**config.mk**
```make
export PLATFORM = sky130hd
export DESIGN_NAME = daisy_chain_interrupt_priority
export DESIGN_NICKNAME = d
export VERILOG_FILES = /design/src/rtl/daisy_chain_pkg.sv /design/src/rtl/daisy_chain_interrupt_priority.sv /design/src/rtl/return_decoder.sv
export SDC_FILE = /design/constraint.sdc
export NUM_CORES = 1
export LEC_CHECK = 0
export CAP_MARGIN = 10
export CORE_MARGIN = 5
export CORE_UTILIZATION = 55
export CTS_CLUSTER_DIAMETER = 150
export DETAILED_ROUTE_END_ITERATION = 12
export DONT_BUFFER_PORTS = 1
export GPL_TIMING_DRIVEN = 0
export PLACE_DENSITY = 0.79
export SLEW_MARGIN = 20
export SYNTH_ARGS = -nofsm -noshare
export SYNTH_HDL_FRONTEND = slang
export SYNTH_HIERARCHICAL = 1
export SYNTH_SLANG_ARGS = --single-unit
export TNS_END_PERCENT = 20
```
**constraint.sdc**
```tcl
create_clock -name i_clk_sys -period 1.6 [get_ports i_clk_sys]
set_input_delay 0.16 -clock i_clk_sys [delete_from_list [all_inputs] [get_ports i_clk_sys]]
set_output_delay 0.16 -clock i_clk_sys [all_outputs]
set_load 0.005 [all_outputs]
```
**src/rtl/daisy_chain_pkg.sv**
```systemverilog
// Shared constants and bus carrier types for the interrupt daisy-chain block
package daisy_chain_pkg;

   // ==========================================================
   // Opcode bytes of the two-byte return instruction
   localparam logic [7:0] OPC_PREFIX_ED = 8'hed;
   localparam logic [7:0] OPC_RETURN_4D = 8'h4d;

   // ==========================================================
   // Values after reset
   localparam logic [7:0] VECTOR_RESET  = 8'h00;
   localparam logic [7:0] OPCODE_RESET  = 8'h00;

   // ==========================================================
   // Host bus strobes, all active low, sampled on i_clk_sys
   typedef struct packed {
      logic       fetch_cycle_marker_n;
      logic       read_n;
      logic       io_request_n;
      logic [7:0] data;
   } host_bus_t;

   // Data bus drive toward the host
   typedef struct packed {
      logic       oe;
      logic [7:0] data;
   } bus_drive_t;

endpackage

```
**src/rtl/daisy_chain_interrupt_priority.sv**
```systemverilog
// Interrupt priority daisy-chain logic with vector supply and return decode
// ==========================================================
// What this block does
// - Interrupt status does not change while the fetch-cycle marker is active, except on soft reset.
// - In acknowledge, pending device with chain in high and out low drives its vector.
// - Acknowledged device holds chain out low until return seen with chain in high.
// - Device decodes the two-byte return instruction itself from fetched opcodes.
// - Nothing pending or under service: chain out equals chain in.
// - Under service forces chain out low whatever chain in does.
// - Pending unacknowledged: chain out low; after prefix ED it follows chain in until next byte.
// - ED then 4D clears under service, only for chain in high, out low.
// - Fetch marker with read is an opcode fetch; data bus is sampled.
// - Fetch marker without read or I/O request resets the device.
`timescale 1ns/1ps
`default_nettype none

module daisy_chain_interrupt_priority
   import daisy_chain_pkg::*;
(
   input  wire logic       i_clk_sys,
   input  wire logic       i_reset_n,
   input  wire host_bus_t  i_bus,
   input  wire logic [7:0] i_vector,
   input  wire logic       i_interrupt_event,
   input  wire logic       i_priority_chain_in,
   output logic            o_priority_chain_out,
   output logic            o_int_request_out,
   output logic            o_int_request_oe,
   output bus_drive_t      o_data,
   output logic            o_pending,
   output logic            o_under_service
);

   // ==========================================================
   // Bus cycle decode
   logic marker;
   logic ack_now;
   logic soft_reset;
   logic prefix_seen;
   logic return_seen;

   assign marker     = ~i_bus.fetch_cycle_marker_n;
   assign ack_now    = marker & ~i_bus.io_request_n;
   assign soft_reset = marker & i_bus.read_n & i_bus.io_request_n;

   return_decoder u_return_decoder (
      .i_clk_sys               (i_clk_sys),
      .i_reset_n               (i_reset_n),
      .i_soft_reset            (soft_reset),
      .i_bus                   (i_bus),
      .o_prefix_seen           (prefix_seen),
      .o_return_from_interrupt (return_seen)
   );

   // ==========================================================
   // Interrupt status
   logic event_reg;
   logic event_next;
   logic pending_reg;
   logic pending_next;
   logic service_reg;
   logic service_next;
   logic ack_reg;
   logic ack_next;
   logic won_reg;
   logic won_next;
   logic ret_now;
   logic ret_reg;
   logic ret_next;

   always_comb begin
      event_next   = event_reg | i_interrupt_event;
      pending_next = pending_reg;
      service_next = service_reg;
      ack_next     = ack_now;
      won_next     = won_reg;
      // A return seen while the next fetch already holds the marker is kept, not lost
      ret_now      = ret_reg | (return_seen & i_priority_chain_in);
      ret_next     = ret_now;
      // Winner is fixed in the first acknowledge cycle, once the chain has settled
      if (ack_now && !ack_reg) begin
         won_next = pending_reg & i_priority_chain_in & ~o_priority_chain_out;
      end
      if (!marker) begin
         // Clears go first and sets last, so a set in the same cycle wins
         if (ret_now && service_reg) begin
            service_next = 1'b0;
         end
         ret_next = 1'b0;
         if (ack_reg && won_reg) begin
            pending_next = 1'b0;
            service_next = 1'b1;
            won_next     = 1'b0;
         end else if (ack_reg) begin
            won_next = 1'b0;
         end
         // Events arriving during the marker wait here instead of being lost
         if (event_reg) begin
            pending_next = 1'b1;
            event_next   = i_interrupt_event;
         end
      end
      if (soft_reset) begin
         event_next   = 1'b0;
         pending_next = 1'b0;
         service_next = 1'b0;
         won_next     = 1'b0;
         ret_next     = 1'b0;
      end
   end

   always_ff @(posedge i_clk_sys or negedge i_reset_n) begin
      if (!i_reset_n) begin
         event_reg   <= 1'b0;
         pending_reg <= 1'b0;
         service_reg <= 1'b0;
         ack_reg     <= 1'b0;
         won_reg     <= 1'b0;
         ret_reg     <= 1'b0;
      end else begin
         event_reg   <= event_next;
         pending_reg <= pending_next;
         service_reg <= service_next;
         ack_reg     <= ack_next;
         won_reg     <= won_next;
         ret_reg     <= ret_next;
      end
   end

   // ==========================================================
   // Vector capture
   logic [7:0] vector_reg;
   logic [7:0] vector_next;

   always_comb begin
      vector_next = vector_reg;
      // Taken once per acknowledge, so a vector that moves mid-cycle cannot tear the bus
      if (ack_now && !ack_reg) begin
         vector_next = i_vector;
      end
   end

   always_ff @(posedge i_clk_sys or negedge i_reset_n) begin
      if (!i_reset_n) begin
         vector_reg <= VECTOR_RESET;
      end else begin
         vector_reg <= vector_next;
      end
   end

   // ==========================================================
   // Chain output
   logic chain_out_reg;
   logic chain_out_next;

   always_comb begin
      // Built from the status registered at this edge, so it never lags the status
      if (service_next) begin
         chain_out_next = 1'b0;
      end else if (pending_next) begin
         chain_out_next = i_priority_chain_in & prefix_seen;
      end else begin
         chain_out_next = i_priority_chain_in;
      end
   end

   always_ff @(posedge i_clk_sys or negedge i_reset_n) begin
      if (!i_reset_n) begin
         chain_out_reg <= 1'b0;
      end else begin
         chain_out_reg <= chain_out_next;
      end
   end

   // ==========================================================
   // Request pin
   logic int_oe_reg;
   logic int_oe_next;

   always_comb begin
      int_oe_next = pending_next & i_priority_chain_in;
   end

   always_ff @(posedge i_clk_sys or negedge i_reset_n) begin
      if (!i_reset_n) begin
         int_oe_reg <= 1'b0;
      end else begin
         int_oe_reg <= int_oe_next;
      end
   end

   // ==========================================================
   // Vector drive
   bus_drive_t data_reg;
   bus_drive_t data_next;

   always_comb begin
      data_next.oe   = 1'b0;
      data_next.data = VECTOR_RESET;
      // Vector stands for the whole acknowledge cycle, then the bus is released
      if (ack_now && (won_next || won_reg)) begin
         data_next.oe   = 1'b1;
         data_next.data = vector_next;
      end
   end

   always_ff @(posedge i_clk_sys or negedge i_reset_n) begin
      if (!i_reset_n) begin
         data_reg <= '{oe: 1'b0, data: VECTOR_RESET};
      end else begin
         data_reg <= data_next;
      end
   end

   assign o_priority_chain_out = chain_out_reg;
   assign o_int_request_out    = 1'b0;
   assign o_int_request_oe     = int_oe_reg;
   assign o_data               = data_reg;
   assign o_pending            = pending_reg;
   assign o_under_service      = service_reg;

endmodule

`default_nettype wire

```
**src/rtl/return_decoder.sv**
```systemverilog
// Opcode fetch watcher that finds the prefix byte and the return-from-interrupt pair
`timescale 1ns/1ps
`default_nettype none

module return_decoder
   import daisy_chain_pkg::*;
(
   input  wire logic      i_clk_sys,
   input  wire logic      i_reset_n,
   input  wire logic      i_soft_reset,
   input  wire host_bus_t i_bus,
   output logic           o_prefix_seen,
   output logic           o_return_from_interrupt
);

   // ==========================================================
   // Fetch byte capture and decode
   logic       fetch_now;
   logic       fetch_reg;
   logic       fetch_next;
   logic [7:0] opcode_reg;
   logic [7:0] opcode_next;
   logic       prefix_reg;
   logic       prefix_next;
   logic       return_from_interrupt_reg;
   logic       return_from_interrupt_next;

   always_comb begin
      fetch_now   = ~i_bus.fetch_cycle_marker_n & ~i_bus.read_n;
      fetch_next  = fetch_now;
      opcode_next = fetch_now ? i_bus.data : opcode_reg;
      prefix_next = prefix_reg;
      return_from_interrupt_next   = 1'b0;
      // Decode once, when the fetch ends, so a stretched fetch counts as one byte
      if (fetch_reg && !fetch_now) begin
         prefix_next = (opcode_reg == OPC_PREFIX_ED);
         return_from_interrupt_next   = prefix_reg && (opcode_reg == OPC_RETURN_4D);
      end
      if (i_soft_reset) begin
         prefix_next = 1'b0;
         return_from_interrupt_next   = 1'b0;
      end
   end

   always_ff @(posedge i_clk_sys or negedge i_reset_n) begin
      if (!i_reset_n) begin
         fetch_reg  <= 1'b0;
         opcode_reg <= OPCODE_RESET;
         prefix_reg <= 1'b0;
         return_from_interrupt_reg   <= 1'b0;
      end else begin
         fetch_reg  <= fetch_next;
         opcode_reg <= opcode_next;
         prefix_reg <= prefix_next;
         return_from_interrupt_reg   <= return_from_interrupt_next;
      end
   end

   assign o_prefix_seen           = prefix_reg;
   assign o_return_from_interrupt = return_from_interrupt_reg;

endmodule

`default_nettype wire

```
==> impl_results.md <==
- Tmin final: 1.44 ns
- Worst-margin pin slew: 0.641 ns
- Core area: 0.00269 mm2
- Worst setup SP type: primary input
- Reg area: 901 um2
- Hold Path Class: primary input to flop
- Synth unique cells: 31
- Drt wl/cell: 16.5 um
- Clk slew on worst S/H paths: 0.10 ns
- CTS HTree Levels: 2
- Req. time, crit path: 1.88 ns
- CTS Buf Count: 5
- Power Dens Cells: 975 mW/mm2
- Max FFs per register: 9
- Post-Synthesis Cells: 111
- Sequential fraction of the synthesis area: 60.3%
- IO Pins: 37
- RSZ-0062 raised after global routing: false
- Critical path type: primary input to flop
- Worst-path fanout max: 9
- Skew final: 0.0151 ns
- Final antenna-violating net count: 0
- Vias: 964
- CTS resizes: 0
- Antenna cells: 0
- FP Rows: 19
- Synth area leaders: dfrtp_1 (60%), mux2_2 (12%), mux2i_1 (5.4%)
- Die Area: 0.00386 mm2
- Max Clock Freq: 696 MHz
- Clock Sink Count: 36
- Syn-to-layout area delta: 22.4%
- Largest net degree at the start of global routing: 37
- Most frequent cells in the layout: dfrtp_1 (36), dlygate4sd3_1 (22), mux2_2 (16)
- DR pass1 iterations: 4
- Grt ovf: 0
- Worst reg-to-reg path cell count: 3
- Routability cong.: 0.784
- R2r setup slk: 0.23 ns
- Clk Latency, worst-skew pair: 0.34 ns
- Synth Area per Inst: 13.5 um2
- Die H: 62.1 um
- Vias in the first global route: 1093
- Hold Path Stages: 2
- Clock tree buffer depth: 2
- Fillers: 184
- Detailed Place HPWL: 1.94 mm
- Final wirelength: 2.86 mm
- Synth Net Count: 134
- YS warnings: 6
- Status: completed
- Placed inst area: 0.00153 mm2
- WP data arrival: 1.71 ns
- Share of cells above drive strength 1: 26.1%
- Largest area contributor in the synthesized netlist: dfrtp_1
- Final period util: 89.8%
- Final instance area: 0.00183 mm2
- WHS Endpoint: ret_reg
- Avg Vias per Cell: 5.57
- Total Nets Final: 164
- Leak: 0.834 nW
- CTS tree: done
- Max IR drop VDD: 0.958 mV
- FF-to-FF End: o_data[1]
- Hold violation count in the final report: 0
- Initial cell density of the core: 55.7%
- Register bit total from synthesis: 36
- # setup viols final: 0
- Hold Startpoint: i_priority_chain_in
- DRC Markers: 0
- Setup_tns: 0 ns
- Start of the worst register-to-register path: o_pending
- CTS Hold Bufs: 23
- All-Layer GR Usage: 16.6%
- Worst Setup End Kind: flop
- Max-capacitance violation count: 0
- IO Port Bufs: 0
- Slew headroom: 56.9%
- Final max-slew violation count: 0
- Top-area cell type share of the netlist area: 60.3%
- First-pass GRT wire length: 4.97 mm
- Initial antenna violation count: 0
- Post-CTS Setup Repair Bufs: 0
- DIE WIDTH: 62.1 um
- Mapped cell area: 0.00150 mm2
- Area of the multi-input gates: 558 um2
- CTS root buf: clkbuf_4
- Commonest non-fill, non-tap cell in the layout: dfrtp_1
- DRT iter0 DRCs: 22
-- power breakdown --
part	switching, mW	total [mW]	internal (mW)
sequential	0.0577	1.06	1.00
combinational	0.106	0.253	0.147
clock	0.302	0.470	0.169
-- worst max-delay path, stage by stage --
cell	delay, ns
dlygate4sd3_1	0.58
nor2_2	0.36
dlygate4sd3_1	0.62
-- layer usage --
layer / vias to the layer above / GRT usage [%] / wire [um]
met2: 29 / 29.0 / 1560
met4: 0 / 6.78 / 24
met1: 486 / 17.3 / 1070
li1: 445 / - / -
met5: - / 0 / 0
met3: 4 / 6.85 / 199
-- stage by stage --
| stage | hold slack (ns) | instances | power, mW | setup WS, ns | util [%] |
|---|---|---|---|---|---|
| 2_1_floorplan | -0.136 | 111 | 1.22 | 0.389 | - |
| 3_3_place_gp | -0.134 | 142 | 1.25 | 0.218 | 57.1 |
| 3_5_place_dp | -0.134 | 142 | 1.27 | 0.187 | 57.1 |
| 4_1_cts | 0.00837 | 173 | 1.81 | 0.164 | 68.1 |
| 5_1_grt | 0.0278 | 173 | 1.90 | 0.0743 | 68.1 |
| 6_report | 0.0132 | 173 | 1.78 | 0.164 | 68.1 |
-- cells in the mapped netlist, drive strengths merged --
cell,n
buf,3
a2111oi,1
and4b,1
a31o,1
a21o,1
o21ai,3
nor4bb,1
inv,5
nand2,4
conb,1
dfrtp,36
o41ai,1
mux2,16
a32oi,1
mux2i,8
nand3b,2
nor3,2
and2,2
a21oi,2
nor2,13
o22ai,1
or4b,1
or2,1
o221ai,1
and3,2
nor2b,1
-- worst max-delay path by stage --
| stage | from | endpoint | slack, ns | cells after the start |
|---|---|---|---|---|
| CTS | o_pending | o_data[4] | 0.16 | 3 |
| global placement | o_pending | o_data[2] | 0.22 | 3 |
| detailed placement | o_pending | o_data[0] | 0.19 | 3 |
| floorplan | ack_reg | vector_reg[0] | 0.39 | 2 |
| global route | o_pending | o_data[4] | 0.07 | 3 |
| finish | i_bus[9] | u_return_decoder/fetch_reg | 0.16 | 3 |
-- cell type report --
class                   instances  area share [%]
plain buffers                   3           0.957
clock buffers                   5            2.05
clock inverters                 3            1.03
inverters                       5            1.03
multi-input cells              67            30.5
flip-flops and latches         36            49.2
well taps                      31            2.12
repair buffers                 23            13.1
-- cells by family (layout without fill, tap and decap cells) --
kind of cell    count (synthesis)  in the layout  share of synthesized area [%]
buf+inv                         8             39                           2.43
simple gates                   30             30                           12.0
mux                            24             24                           17.4
flops                          36             36                           60.3
compound gates                 12             12                           7.70
other cells                     1              1                          0.251
No activity file was read; power rests on OpenSTA's default activity.
